<file path="src/tti_defines.vh">
// Constants for the teletext insertion timing block
// Functional notes
// - Inserted text starts 9.78 us (625) or 10.5 us (525) after sync lead.
// - Received bits are interpolated and inserted into composite and luma outputs.
// - A programmed delay compensates the source pipeline from request to data.
// - Request start and request-to-data delay are both programmable.
// - 625-line window holds 360 bits at 6.9375 Mbit/s.
// - World-standard window holds 296 bits at 5.7272 Mbit/s.
// - North American format window holds 288 bits at 5.7272 Mbit/s.
// - Window stays closed while the enable bit is zero.
// - Odd and even fields each have programmable first and last lines.
// - Delay field is four bits, low nibble at 74, upper nibble unused.
// - Request start field is eight bits, whole register at 73.
// - Odd first line is nine bits: low byte at 76, ninth in MSB register.
// - Enable bit sits at 6F with caption enable and line select.
`ifndef TTI_DEFINES_VH
`define TTI_DEFINES_VH

// ==========================================
// Register indices (byte address is four times the index)
`define TTI_IDX_CTRL 8'h6F
`define TTI_IDX_HSTART 8'h73
`define TTI_IDX_HDELAY 8'h74
`define TTI_IDX_ODD_FIRST 8'h76
`define TTI_IDX_ODD_LAST 8'h77
`define TTI_IDX_EVEN_FIRST 8'h78
`define TTI_IDX_EVEN_LAST 8'h79
`define TTI_IDX_MODE 8'h7C
`define TTI_IDX_STATUS 8'hA0

// ==========================================
// Field positions
`define TTI_CTRL_ENABLE 5
`define TTI_MODE_ODD_FIRST_MSB 0
`define TTI_MODE_EVEN_FIRST_MSB 1
`define TTI_MODE_ODD_LAST_MSB 2
`define TTI_MODE_EVEN_LAST_MSB 3
`define TTI_MODE_NABTS 5
`define TTI_MODE_525 7

// ==========================================
// Reset values
`define TTI_RST_BYTE 8'h00

// ==========================================
// Timing
`define TTI_CLK_HZ 100000000
`define TTI_START_625_NS 9780
`define TTI_START_525_NS 10500
`define TTI_RATE_625_HZ 6937500
`define TTI_RATE_525_HZ 5727200
`define TTI_BITS_625 360
`define TTI_BITS_WST 296
`define TTI_BITS_NABTS 288
`define TTI_HSTART_UNIT 4
`define TTI_ACC_BITS 16

`endif

</file>
<file path="src/tti_insert_timing.v">
// Teletext request, capture and insertion timing with APB registers
//
// The register offsets and register access over APB were decided locally.
`timescale 1ns/100ps
`include "tti_defines.vh"
module tti_insert_timing #(
   parameter MAX_BITS = `TTI_BITS_625
)(
   // Clock and reset
   input wire clock,
   input wire sys_rst,
   // APB slave
   input wire psel,
   input wire penable,
   input wire pwrite,
   input wire [11:0] paddr,
   input wire [31:0] pwdata,
   output reg [31:0] prdata,
   output reg pready,
   output reg pslverr,
   // Video timing from encoder, same clock
   input wire hsyncLead,
   input wire oddField,
   input wire [8:0] lineNumber,
   // Teletext source pins
   input wire teletextSerialInput,
   output reg textBitRequest,
   // Insertion towards composite and luma paths
   output reg cvbsTextInsert,
   output reg vbsTextInsert,
   output reg [7:0] textLevel
);
   // Start offsets from sync lead in clock cycles, rounded down
   localparam [31:0] START_625_W = (`TTI_START_625_NS * (`TTI_CLK_HZ / 1000000)) / 1000;
   localparam [31:0] START_525_W = (`TTI_START_525_NS * (`TTI_CLK_HZ / 1000000)) / 1000;
   localparam [10:0] START_625 = START_625_W[10:0];
   localparam [10:0] START_525 = START_525_W[10:0];
   localparam [63:0] INC_625_W = (64'd1 << `TTI_ACC_BITS) * `TTI_RATE_625_HZ / `TTI_CLK_HZ;
   localparam [63:0] INC_525_W = (64'd1 << `TTI_ACC_BITS) * `TTI_RATE_525_HZ / `TTI_CLK_HZ;
   localparam [`TTI_ACC_BITS-1:0] INC_625 = INC_625_W[`TTI_ACC_BITS-1:0];
   localparam [`TTI_ACC_BITS-1:0] INC_525 = INC_525_W[`TTI_ACC_BITS-1:0];
   // Window lengths cut to the bit index width
   localparam [31:0] BITS_625_W = `TTI_BITS_625;
   localparam [31:0] BITS_WST_W = `TTI_BITS_WST;
   localparam [31:0] BITS_NABTS_W = `TTI_BITS_NABTS;
   localparam [8:0] BITS_625 = BITS_625_W[8:0];
   localparam [8:0] BITS_WST = BITS_WST_W[8:0];
   localparam [8:0] BITS_NABTS = BITS_NABTS_W[8:0];

   // Register fields
   reg [7:0] ctrlReg;
   reg [7:0] requestHorizontalStart;
   reg [3:0] sourcePipelineDelay;
   reg [7:0] oddFirstLo;
   reg [7:0] oddLastLo;
   reg [7:0] evenFirstLo;
   reg [7:0] evenLastLo;
   reg [7:0] modeReg;

   // Line and window state
   reg [10:0] hCount;
   reg lineOk;
   reg [18:0] reqPipe;
   // Tap past the source delay, its output register and our two sync flops
   wire [4:0] captureTap = {1'b0, sourcePipelineDelay} + 5'h03;
   reg serialMeta;
   reg serialSync;
   reg [8:0] writeIndex;
   reg [8:0] capturedCount;
   reg bitMem [0:MAX_BITS-1];
   reg curBit;
   reg prevBit;

   wire teletextInsertEnable = ctrlReg[`TTI_CTRL_ENABLE];
   wire mode525 = modeReg[`TTI_MODE_525];
   wire [8:0] oddFieldFirstLine = {modeReg[`TTI_MODE_ODD_FIRST_MSB], oddFirstLo};
   wire [8:0] oddFieldLastLine = {modeReg[`TTI_MODE_ODD_LAST_MSB], oddLastLo};
   wire [8:0] evenFieldFirstLine = {modeReg[`TTI_MODE_EVEN_FIRST_MSB], evenFirstLo};
   wire [8:0] evenFieldLastLine = {modeReg[`TTI_MODE_EVEN_LAST_MSB], evenLastLo};

   // ==========================================
   // Standard selection
   // Rate and window length follow the mode bits
   wire [`TTI_ACC_BITS-1:0] bitIncrement = mode525 ? INC_525 : INC_625;
   wire [8:0] windowBits = !mode525 ? BITS_625 :
      (modeReg[`TTI_MODE_NABTS] ? BITS_NABTS : BITS_WST);
   wire [10:0] insertStart = mode525 ? START_525 : START_625;
   wire [10:0] requestStart = {1'b0, requestHorizontalStart, 2'b00};

   // Line lies inside the programmed range of its field
   function inRange;
      input [8:0] line;
      input [8:0] first;
      input [8:0] last;
      begin
         inRange = (line >= first) && (line <= last);
      end
   endfunction

   wire lineSelected = oddField ? inRange(lineNumber, oddFieldFirstLine, oddFieldLastLine)
      : inRange(lineNumber, evenFieldFirstLine, evenFieldLastLine);

   // ==========================================
   // Horizontal position and line qualification
   always @(posedge clock)
   begin
      if (sys_rst)
      begin
         hCount <= 11'h000;
         lineOk <= 1'b0;
      end
      else if (hsyncLead)
      begin
         hCount <= 11'h000;
         lineOk <= teletextInsertEnable && lineSelected;
      end
      else
      begin
         if (hCount != 11'h7FF)
            hCount <= hCount + 11'h001;
         if (!teletextInsertEnable)
            lineOk <= 1'b0;
      end
   end

   wire reqStartPulse = lineOk && !hsyncLead && hCount == requestStart;
   wire insStartPulse = lineOk && !hsyncLead && hCount == insertStart;
   wire reqActive;
   wire reqTick;
   wire insActive;
   wire insTick;
   wire [8:0] insIndex;
   wire [7:0] insPhase;

   // ==========================================
   // Request pacing and playout pacing
   tti_bit_timer #(.ACC_BITS(`TTI_ACC_BITS)) requestTimer (
      .clock(clock),
      .sys_rst(sys_rst),
      .start(reqStartPulse),
      .increment(bitIncrement),
      .bitCount(windowBits),
      .active(reqActive),
      .bitTick(reqTick),
      .bitIndex(),
      .phase()
   );

   tti_bit_timer #(.ACC_BITS(`TTI_ACC_BITS)) insertTimer (
      .clock(clock),
      .sys_rst(sys_rst),
      .start(insStartPulse),
      .increment(bitIncrement),
      .bitCount(windowBits),
      .active(insActive),
      .bitTick(insTick),
      .bitIndex(insIndex),
      .phase(insPhase)
   );

   // ==========================================
   // Request pin and source data capture
   // Request pulses are delayed to a tap three stages past the programmed pipeline delay before sampling
   always @(posedge clock)
   begin
      if (sys_rst)
      begin
         textBitRequest <= 1'b0;
         reqPipe <= 19'h00000;
         serialMeta <= 1'b0;
         serialSync <= 1'b0;
         writeIndex <= 9'h000;
         capturedCount <= 9'h000;
      end
      else
      begin
         textBitRequest <= reqTick && lineOk;
         reqPipe <= {reqPipe[17:0], textBitRequest};
         serialMeta <= teletextSerialInput;
         serialSync <= serialMeta;
         if (reqStartPulse)
            writeIndex <= 9'h000;
         else if (reqPipe[captureTap] && writeIndex < MAX_BITS)
         begin
            bitMem[writeIndex] <= serialSync;
            writeIndex <= writeIndex + 9'h001;
            capturedCount <= writeIndex + 9'h001;
         end
      end
   end

   // ==========================================
   // Interpolated insertion into both video paths
   // Linear ramp between neighbouring bits softens edges in the output
   always @(posedge clock)
   begin
      if (sys_rst)
      begin
         curBit <= 1'b0;
         prevBit <= 1'b0;
         cvbsTextInsert <= 1'b0;
         vbsTextInsert <= 1'b0;
         textLevel <= 8'h00;
      end
      else
      begin
         if (insTick)
         begin
            prevBit <= curBit;
            curBit <= bitMem[insIndex];
         end
         cvbsTextInsert <= insActive && lineOk;
         vbsTextInsert <= insActive && lineOk;
         if (!(insActive && lineOk))
            textLevel <= 8'h00;
         else if (prevBit == curBit)
            textLevel <= curBit ? 8'hFF : 8'h00;
         else
            textLevel <= curBit ? insPhase : ~insPhase;
      end
   end

   // ==========================================
   // APB slave: one wait state, write lands on the completing edge
   wire [9:0] regIndex = paddr[11:2];
   wire apbDone = psel && penable && pready;

   always @(posedge clock)
   begin
      if (sys_rst)
      begin
         pready <= 1'b0;
         pslverr <= 1'b0;
         prdata <= 32'h00000000;
         ctrlReg <= `TTI_RST_BYTE;
         requestHorizontalStart <= `TTI_RST_BYTE;
         sourcePipelineDelay <= 4'h0;
         oddFirstLo <= `TTI_RST_BYTE;
         oddLastLo <= `TTI_RST_BYTE;
         evenFirstLo <= `TTI_RST_BYTE;
         evenLastLo <= `TTI_RST_BYTE;
         modeReg <= `TTI_RST_BYTE;
      end
      else if (psel && penable && !pready)
      begin
         pready <= 1'b1;
         pslverr <= 1'b0;
         prdata <= 32'h00000000;
         if (regIndex == `TTI_IDX_CTRL)
            prdata <= {24'h000000, ctrlReg};
         else if (regIndex == `TTI_IDX_HSTART)
            prdata <= {24'h000000, requestHorizontalStart};
         else if (regIndex == `TTI_IDX_HDELAY)
            prdata <= {28'h0000000, sourcePipelineDelay};
         else if (regIndex == `TTI_IDX_ODD_FIRST)
            prdata <= {24'h000000, oddFirstLo};
         else if (regIndex == `TTI_IDX_ODD_LAST)
            prdata <= {24'h000000, oddLastLo};
         else if (regIndex == `TTI_IDX_EVEN_FIRST)
            prdata <= {24'h000000, evenFirstLo};
         else if (regIndex == `TTI_IDX_EVEN_LAST)
            prdata <= {24'h000000, evenLastLo};
         else if (regIndex == `TTI_IDX_MODE)
            prdata <= {24'h000000, modeReg};
         else if (regIndex == `TTI_IDX_STATUS)
            prdata <= {19'h00000, capturedCount, 1'b0, insActive, reqActive, lineOk};
         else
            pslverr <= 1'b1;
      end
      else if (apbDone)
      begin
         pready <= 1'b0;
         pslverr <= 1'b0;
         if (pwrite && !pslverr)
         begin
            if (regIndex == `TTI_IDX_CTRL)
               ctrlReg <= pwdata[7:0];
            else if (regIndex == `TTI_IDX_HSTART)
               requestHorizontalStart <= pwdata[7:0];
            else if (regIndex == `TTI_IDX_HDELAY)
               sourcePipelineDelay <= pwdata[3:0];
            else if (regIndex == `TTI_IDX_ODD_FIRST)
               oddFirstLo <= pwdata[7:0];
            else if (regIndex == `TTI_IDX_ODD_LAST)
               oddLastLo <= pwdata[7:0];
            else if (regIndex == `TTI_IDX_EVEN_FIRST)
               evenFirstLo <= pwdata[7:0];
            else if (regIndex == `TTI_IDX_EVEN_LAST)
               evenLastLo <= pwdata[7:0];
            else if (regIndex == `TTI_IDX_MODE)
               modeReg <= pwdata[7:0];
         end
      end
      else
      begin
         pready <= 1'b0;
         pslverr <= 1'b0;
      end
   end
endmodule

</file>
<file path="src/tti_bit_timer.v">
// Bit-rate timer that paces a fixed number of bit slots
`timescale 1ns/100ps
module tti_bit_timer #(
   parameter ACC_BITS = 16
)(
   // Clock and reset
   input wire clock,
   input wire sys_rst,
   // Control
   input wire start,
   input wire [ACC_BITS-1:0] increment,
   input wire [8:0] bitCount,
   // Status
   output reg active,
   output reg bitTick,
   output reg [8:0] bitIndex,
   output wire [7:0] phase
);
   reg [ACC_BITS-1:0] acc;
   wire [ACC_BITS:0] sum = {1'b0, acc} + {1'b0, increment};

   assign phase = acc[ACC_BITS-1:ACC_BITS-8];

   // ==========================================
   // Phase accumulator; start marks the first bit slot, carry each later one
   always @(posedge clock)
   begin
      if (sys_rst)
      begin
         active <= 1'b0;
         bitTick <= 1'b0;
         bitIndex <= 9'h000;
         acc <= {ACC_BITS{1'b0}};
      end
      else if (start)
      begin
         active <= 1'b1;
         bitTick <= 1'b1;
         bitIndex <= 9'h000;
         acc <= {ACC_BITS{1'b0}};
      end
      else if (active)
      begin
         acc <= sum[ACC_BITS-1:0];
         if (sum[ACC_BITS] && bitIndex == bitCount - 9'h001)
         begin
            active <= 1'b0;
            bitTick <= 1'b0;
         end
         else if (sum[ACC_BITS])
         begin
            bitIndex <= bitIndex + 9'h001;
            bitTick <= 1'b1;
         end
         else
            bitTick <= 1'b0;
      end
      else
         bitTick <= 1'b0;
   end
endmodule

</file>
<file path="config.mk">
export PLATFORM = sky130hd
export DESIGN_NAME = tti_insert_timing
export DESIGN_NICKNAME = d
export VERILOG_FILES = /design/src/tti_insert_timing.v /design/src/tti_bit_timer.v
export VERILOG_INCLUDE_DIRS = /design/src
export SDC_FILE = /design/constraint.sdc
export NUM_CORES = 1
export LEC_CHECK = 0
export ABC_AREA = 1
export BUFFER_PORTS_ARGS = -buffer_cell sky130_fd_sc_hd__buf_2
export CAP_MARGIN = 15
export CORE_ASPECT_RATIO = 0.7
export CORE_MARGIN = 4
export CORE_UTILIZATION = 45
export CTS_CLUSTER_SIZE = 16
export DETAILED_ROUTE_END_ITERATION = 7
export GPL_TIMING_DRIVEN = 1
export SETUP_SLACK_MARGIN = 0.2
export SLEW_MARGIN = 20
export SYNTH_ARGS = -nofsm -noshare
export SYNTH_HDL_FRONTEND = slang
export SYNTH_SLANG_ARGS = --single-unit
</file>
<file path="constraint.sdc">
create_clock -name clock -period 8.6 [get_ports clock]
set_clock_uncertainty 0.2 [all_clocks]
set_input_delay 1.72 -clock clock [delete_from_list [all_inputs] [get_ports clock]]
set_output_delay 1.72 -clock clock [all_outputs]
set_load 0.1 [all_outputs]
</file>
Word-level counts from Yosys, hierarchy flattened
Memory sizes are Yosys's and may differ from the RTL's. A register that Yosys moved wholly into a read port is not among the register bits.
Cells that the tools add are included.

storage, ports and cells
  register bits after elaboration = 210
  RAM bits = 360
  bits of input ports = 61
  output and inout bits = 45
  word-level logic and storage cells = 149
  memories kept = 1

memories
  name    depth  bits a word  read ports  clocked after memory_dff  wr ports  line                    text
  bitMem  360    1            1           1                         1         tti_insert_timing.v:70  reg bitMem [0:MAX_BITS-1];

operators by class
  add/sub/neg operators = 8
  $lt $le $gt $ge = 6
  equal/unequal tests = 16
  muxes and demuxes = 41
  bitwise operators = 13
  reductions and logical operators = 34

operators by type and width
  kind                   number
  $mux 13                10
  $eq 10x7->1 const B    8
  $add 16x13->17         2
  $add 9x1->9 const B    3
  $mux 1                 24
  $mux 8                 3
  $eq 9x9->1             2
  $ge 9x9->1             2
  $le 9x9->1             2
  $logic_and 1x1->1      15
  $not 1->1              12
  $add 11x1->11 const B  1
  $eq 11x10->1           1
  $eq 11x11->1           1
  $mux 11                1
  $ne 11x11->1 const B   1
  $reduce_and 11->1      1
  $eq 10x8->1 const B    1
  $reduce_and 10->1      1
  $reduce_or 10->1       1
  $lt 9x9->1 const B     1
  $reduce_and 9->1       1
  $sub 9x1->9 const B    1
  $not 8->8              1
  16 further kinds       22

Logic depth before layout (Yosys ltp)
Gate-level depths: netlist (run 1).

  depth after elaboration = 10
  gate-level depth with buffers = 17
  depth with buffers taken out = 16

By module
From an unflattened synthesis (run 1), not the netlist that was laid out.

second synthesis, totals
  cells, all modules = 3373
  area total of the unflattened synthesis = 28110.7 um^2

modules (own cells, without submodules)
  module                         times used  cells each  area an instance (um^2)  seq. area each (um^2)
  tti_insert_timing              1           2628        23286.1                  13573.0
  tti_bit_timer at requestTimer  1           372         2413.6                   540.5
  tti_bit_timer at insertTimer   1           373         2411.1                   540.5

Least setup slack after synthesis (run 1)
OpenSTA, ideal clock, no wires.

  path kind = reg-to-reg
  start point = reg serialSync
  end point = mem bitMem[0] (data pin)
  library setup time = 1.118 ns
  data arrival time = 4.648 ns
  data required time = 7.282 ns
  slack = 2.634 ns
  cell stages (with the launch flop) = 1
  buffers on the path = 0
  period minus slack after synthesis = 5.966 ns
  cells stage by stage = dfxtp_1

RTL lines
  item                      line                     text
  start: declaration        tti_insert_timing.v:67   reg serialSync;
  start signal: assignment  tti_insert_timing.v:180  serialSync <= serialMeta;
  end: declaration          tti_insert_timing.v:70

No word-level cell before the write port.

Worst setup path after layout (run 1)
  start point = in hsyncLead
  end point = mem bitMem[151] (enable)

between the ends
  longest elaborated chain between the ends = 6

RTL lines
  item                            line                     text
  start: declaration              tti_insert_timing.v:22   input wire hsyncLead,
  $logic_not 1->1                 tti_insert_timing.v:126  wire reqStartPulse = lineOk && !hsyncLead && hCount == requestStart;
  $logic_and 1x1->1 (2 in a row)  tti_insert_timing.v:126
  $mux 1                          tti_insert_timing.v:181  if (reqStartPulse)
  $mux 1                          tti_insert_timing.v:166  if (sys_rst)
  $mux 1 (not written as such)    tti_insert_timing.v:185  bitMem[writeIndex] <= serialSync;

Every way passes these cells.

==> results of run 1 <==
-- per-layer routing --
metal / up-vias / track usage, %
met5: - / 0.7937
met2: 776 / 34.39
met3: 119 / 4.818
li1: 10630 / -
met4: 4 / 5.734
met1: 10480 / 35.17
-- synthesized netlist by cell type, types with 22 or more instances --
| master | instances |
|---|---|
| nand2_1 | 550 |
| dfxtp_1 | 192 |
| clkbuf_1 | 135 |
| buf_2 | 26 |
| o211ai_1 | 28 |
| edfxtp_1 | 360 |
| nor3_1 | 94 |
| buf_4 | 22 |
| nand4_1 | 24 |
| nand3_1 | 195 |
| xor2_1 | 33 |
| o21ai_0 | 246 |
| ha_1 | 66 |
| nor2_1 | 627 |
| inv_1 | 311 |
| a21oi_1 | 197 |
-- worst max path at each step --
stage | start | end | slack, ns | cells past startpoint
finish | hsyncLead | bitMem[151] | 3.44 | 11
global route | hsyncLead | bitMem[150] | 3.13 | 11
CTS | hsyncLead | bitMem[209] | 3.53 | 11
global placement | hsyncLead | bitMem[153] | 3.02 | 11
detailed placement | hsyncLead | bitMem[209] | 2.83 | 11
floorplan | serialSync | bitMem[0] | 2.63 | 0
-- critical path, stage by stage --
cell,delay (ns)
buf_2,0.13
inv_1,0.06
nand4_1,0.08
nor4_1,0.05
nand3_1,0.34
inv_2,0.06
nor2_2,0.60
inv_2,0.41
nor2_8,0.56
nand2_1,0.79
nor3_1,0.44
-- cell families (layout without fill, tap and decap cells) --
family | Yosys count | in the layout | synth area share, %
buffers and inverters | 518 | 511 | 7.662
and+or+nand+nor | 1550 | 1550 | 23.83
AOI/OAI and AO/OA | 512 | 512 | 10.10
adders and majority gates | 68 | 68 | 3.184
DFF | 552 | 552 | 53.90
xor gates and xnor gates | 41 | 41 | 1.321
other | 1 | 19 | 0.01379
-- sequential cells by signal, indices dropped and copies added, names as in the netlist, 4 cells and up --
| name | cells |
|---|---|
| reqPipe | 19 |
| writeIndex | 9 |
| sourcePipelineDelay | 4 |
| requestTimer.bitIndex | 9 |
| modeReg | 8 |
| prdata | 13 |
| oddFirstLo | 8 |
| capturedCount | 9 |
| oddLastLo | 8 |
| insertTimer.acc | 16 |
| textLevel | 8 |
| bitMem | 360 |
| ctrlReg | 8 |
| evenFirstLo | 8 |
| requestHorizontalStart | 8 |
| evenLastLo | 8 |
| hCount | 11 |
| requestTimer.acc | 16 |
| insertTimer.bitIndex | 9 |
-- power by group --
part           internal (mW)  switching [mW]  total (mW)
logic                 0.0261           0.118       0.144
registers               2.81         0.00282        2.82
clock network           1.36            1.04        2.40
-- area by class of cell --
class	instances	area, µm²	share of cell area [%]
Clock buffer	73	1525	5.121
Clock inverter	28	249.0	0.8361
Inverter	321	1207	4.054
Multi-Input combinational cell	2190	10560	35.46
Sequential cell	552	14670	49.25
Tap cell	808	1011	3.395
Timing Repair Buffer	89	563.0	1.891
==> key figures, run 1 <==
Timing
  – Setup TNS: 0 ns
  – Hold WS: 0.2011 ns
  – Max-Slew Margin vs Limit: 23.85%
  – Fin. Hold Viols: 0
  – Final worst-path cycle share: 60.00%
  – Post-route setup slack: 3.440 ns
  – Max Clk Rate: 193.8 MHz
  – Fin crit period: 5.160 ns
  – RSZ-0062 raised after global routing: false
  – Count of final setup violators: 0
  – Slew @ Worst Pin: 1.136 ns
  – Max Transition Viols Final: 0

Hold path
  – Beginning of the worst hold path: serialMeta
  – Min-delay worst type: reg -> reg
  – End of the worst hold path: serialSync
  – Worst hold path stage count: 2

Global route
  – First-pass GRT wire length: 117.1 mm
  – Largest net degree at the start of global routing: 244
  – GRT Resource Usage Total: 23.33%
  – Initial antenna violation count: 2
  – Vias in the first global route: 20210
  – Grt ovf: 0

CTS
  – Hold-fix buffers, CTS: 0
  – Gates resized, CTS repair: 0
  – Latest clock arrival within the worst-skew pair: 0.62 ns
  – CTS tree: yes
  – Clock Tree Root: clkbuf_16
  – CTS max path bufs: 3
  – CTS clock-pin slew for the worst setup and hold paths: 0.06 ns
  – CTS buffer count: 56
  – Clock Sink Count: 552
  – # Post-CTS Setup Buffers: 0
  – CTS H-Tree Depth: 2

Placement
  – Placed Instances: 3959
  – Setup slack at placement: 2.832 ns
  – Post-DP Area: 0.02798 mm²
  – GP Congestion: 0.9230
  – Buffers added on ports: 60
  – Hpwl dp: 45.66 mm

Synthesis
  – EDFF count, synth: 360
  – Async set-reset flop share out of synthesis: 0%
  – FF+latch count, synth: 552
  – Top_reg_cell synth: edfxtp_1
  – Synth unique cells: 51
  – Top cells by area in the synthesized netlist: edfxtp_1, dfxtp_1, nor2_1
  – Mapped Area: 0.02719 mm²
  – Post-synth top area cell: edfxtp_1
  – Sequential element share of the synthesized area: 53.90%
  – Ys Warns: 0
  – Synth Instances: 3242
  – Synth top area share: 39.76%
  – Average footprint of a synthesized cell: 8.387 µm²

Route
  – DR vias: 22010
  – Via/cell ratio: 5.419
  – Post-DR wirelength/cell: 18.88 µm
  – Post-route DRC: 0
  – Met2 Wirelength: 31.97 mm
  – Routed length on met1: 36.21 mm
  – Pre-antenna DRT Iters: 6
  – Antenna-violating nets left: 0
  – Number of DRC markers in iteration 0: 2265
  – Metal3 WL: 6.892 mm
  – Drt total wl: 76.67 mm
  – DR top layer: met5

Floorplan
  – Horiz. Die Dim: 301.8 µm
  – Die H: 213.7 µm
  – # rows: 75
  – Die ar.: 0.06448 mm²
  – Initial Util: 45.41%
  – Core area: 0.05987 mm²
  – I/O Pins: 106

Setup path
  – Worst EP required: 8.69 ns
  – Critical path peak fanout: 32
  – Critical Path Sink Type: flip-flop
  – FF-to-FF path depth: 11
  – Critical R2R Launch: hCount[0]
  – Reg-to-Reg End: bitMem[151]
  – R2R Setup Slk: 4.07 ns
  – Startpoint Class: input pin
  – Critical Path AT: 5.25 ns
  – Setup CP Type: in -> reg

Cells and area
  – Nets@finish: 3339
  – Final design area excluding fillers: 0.02978 mm²
  – Layout area overhead: 9.530%
  – Non-Filler Instances: 4061
  – Antenna cells: 0
  – Layout Utilization: 49.74%
  – Fill cells: 5784
  – Commonest non-fill, non-tap cells in the layout: nor2_1, nand2_1, edfxtp_1
  – Layout cells sized above 1: 6.855%
  – Commonest non-fill, non-tap cell in the layout: nor2_1

Power and ir drop
  – Pwr Total: 5.363 mW
  – PwrDens: 180.1 mW/mm²
  – Worst-case vdd ir drop: 0.1313 mV
  – Lkg Pwr: 11.14 nW

Flow run
  – Max_cap viols: 0

Status
  – Status: complete, no violations
Power figures use the tool's default switching activity.
==> inputs of run 2 (changes only) <==
==> constraint.sdc (replaced) <==
create_clock -name clock -period 4.4 [get_ports clock]
set_clock_uncertainty 0.2 [all_clocks]
set_input_delay 0.88 -clock clock [delete_from_list [all_inputs] [get_ports clock]]
set_output_delay 0.88 -clock clock [all_outputs]
set_load 0.1 [all_outputs]
==> run 2 against run 1 <==
Register-to-register slack got worse by 3.3 ns. Die area did not move. Power rose by 97%. Critical path depth rose by 3. Wire length barely moved. Sequential cell count did not move. Worst setup slack got worse by 2.7 ns. Clock power rose by 100%. Global-route usage rose by 0.37 points. Combinational power rose by 94%. First-iteration DRC count fell by 3.8%. Count of clock-buffer cells in the layout fell by 1.
==> key figures, run 2 (synthesis results as in run 1) <==
Cells and area
  – Layout area overhead: 10.54%
  – Nets@finish: 3367
  – Antenna cells: 0
  – Largest Register: bitMem
  – Top flop regs: bitMem (360), reqPipe (19)
  – Number of flip-flops under the largest register name: 360
  – Layout cells sized above 1: 7.655%
  – Commonest non-fill, non-tap cell in the layout: nor2_1
  – Commonest non-fill, non-tap cells in the layout: nor2_1, nand2_1, edfxtp_1

CTS
  – Clock Sink Count: 552
  – CTS tree: yes
  – CTS max path bufs: 3
  – CTS H-Tree Depth: 2
  – CTS buffer count: 56
  – Hold-fix buffers, CTS: 0
  – CTS clock-pin slew for the worst setup and hold paths: 0.06 ns
  – Latest clock arrival within the worst-skew pair: 0.62 ns
  – Gates resized, CTS repair: 0
  – Clock Tree Root: clkbuf_16
  – # Post-CTS Setup Buffers: 0

Setup path
  – Critical path's top delay family: simple AND/OR/NAND/NOR gates
  – Reg-to-Reg End: insertTimer.bitIndex[5]
  – Crit-path cells: buf_4 -> inv_1 -> buf_4 -> ha_1 -> nand3_1 -> nor3_1 -> nand2_1 -> nand2_1 -> nand2_1 -> nor2_1 -> nand3_1 -> nand3b_1 -> o21ai_0 -> nor2_1
  – CP max stage cell: dfxtp_1
  – Setup CP Type: reg -> reg
  – Critical Path AT: 3.96 ns
  – Critical path peak fanout: 14
  – Worst path most repeated cell: nand2_1
  – R2R Setup Slk: 0.75 ns
  – Worst EP required: 4.71 ns
  – Startpoint Class: flip-flop
  – Buf/Inv on CP: 3
  – FF-to-FF path depth: 14
  – Critical Path Sink Type: flip-flop
  – Critical R2R Launch: modeReg[7]
  – Max stage delay on crit path: 0.48 ns

Hold path
  – End of the worst hold path: reqPipe[16]
  – Worst hold path stage count: 2
  – Min-delay worst type: reg -> reg
  – Beginning of the worst hold path: reqPipe[15]

Status
  – Status: complete, no violations

Route
  – Antenna-violating nets left: 0
  – Number of DRC markers in iteration 0: 2178
  – Pre-antenna DRT Iters: 6
  – Post-DR wirelength/cell: 18.77 µm
  – DR vias: 22110
  – Post-route DRC: 0
  – Via/cell ratio: 5.409
  – Drt total wl: 76.70 mm

Flow run
  – Max_cap viols: 0

Timing
  – Max Transition Viols Final: 0
  – RSZ-0062 raised after global routing: false
  – Count of final setup violators: 0
  – Fin crit period: 3.651 ns
  – Final worst-path cycle share: 82.98%
  – Slew @ Worst Pin: 1.197 ns
  – Max-Slew Margin vs Limit: 19.98%
  – Setup TNS: 0 ns
  – Max Clk Rate: 273.9 MHz
  – Fin. Hold Viols: 0
  – Hold WS: 0.1996 ns

Power and ir drop
  – Worst-case vdd ir drop: 0.2705 mV
  – Lkg Pwr: 11.33 nW
  – PwrDens: 352.2 mW/mm²

Floorplan
  – Die ar.: 0.06448 mm²
  – Initial Util: 45.41%
  – Die H: 213.7 µm
  – Core area: 0.05987 mm²
  – # rows: 75
  – I/O Pins: 106
  – Horiz. Die Dim: 301.8 µm

Global route
  – Largest net degree at the start of global routing: 111
  – Grt ovf: 0
  – Vias in the first global route: 21010
  – Initial antenna violation count: 1
  – GRT Resource Usage Total: 23.70%
  – First-pass GRT wire length: 119.9 mm

Placement
  – Buffers added on ports: 60
  – Hpwl dp: 48.13 mm
  – GP Congestion: 0.9349
## run 2: worst max-delay path by stage
stage	from	to	slack (ns)	cells past startpoint
final	modeReg[7]	insertTimer.bitIndex[5]	0.75	14
after global routing	modeReg[7]	insertTimer.bitIndex[5]	0.28	14
after CTS	modeReg[7]	insertTimer.bitIndex[5]	0.78	14
after detailed placement	modeReg[7]	insertTimer.bitIndex[5]	0.81	14
after global placement	modeReg[7]	insertTimer.bitIndex[5]	0.77	14
after floorplan	serialSync	bitMem[0]	0.91	0
## run 2: routing by layer
layer  track usage, %  vias to the layer above  part of all wire (%)
li1                 -                    10680                     -
met1            35.82                    10530                    48
met2            35.71                      774                    42
met3            4.251                      125                   8.0
met4            5.242                        2                   2.0
met5                0                        -                 0.023
## run 2: worst min-delay path: cells and delay by family (launching register included)
kind | cells | cell delay [ns]
simple gates | 1 | 0.04
buf+inv | 1 | 0.05
flops | 1 | 0.30
## run 2: metrics by stage
stage	area [µm²]	total power [mW]	setup slack (ns)	utilization, %	instances
2_1_floorplan	27260	5.829	0.9071	-	3260
3_3_place_gp	28230	5.892	0.7740	47.15	3988
3_5_place_dp	28230	5.897	0.8057	47.16	3988
4_1_cts	30060	10.69	0.7795	50.20	4087
5_1_grt	30060	10.94	0.2835	50.20	4087
6_report	30060	10.59	0.7489	50.20	4087
## run 2: cell type report
cell class	instances	area, µm²
clock buffer	72	1579
clock inverter	27	242.7
fill	5724	29810
inverter	321	1207
multi-input combinational	2190	10560
sequential	552	14670
tap	808	1011
timing repair buffer	117	790.8
## run 2: where the power goes
part	internal, mW	switching [mW]
Combinational	0.0522	0.227
Sequential	5.50	0.0122
Clock	2.75	2.05
Total	8.30	2.29
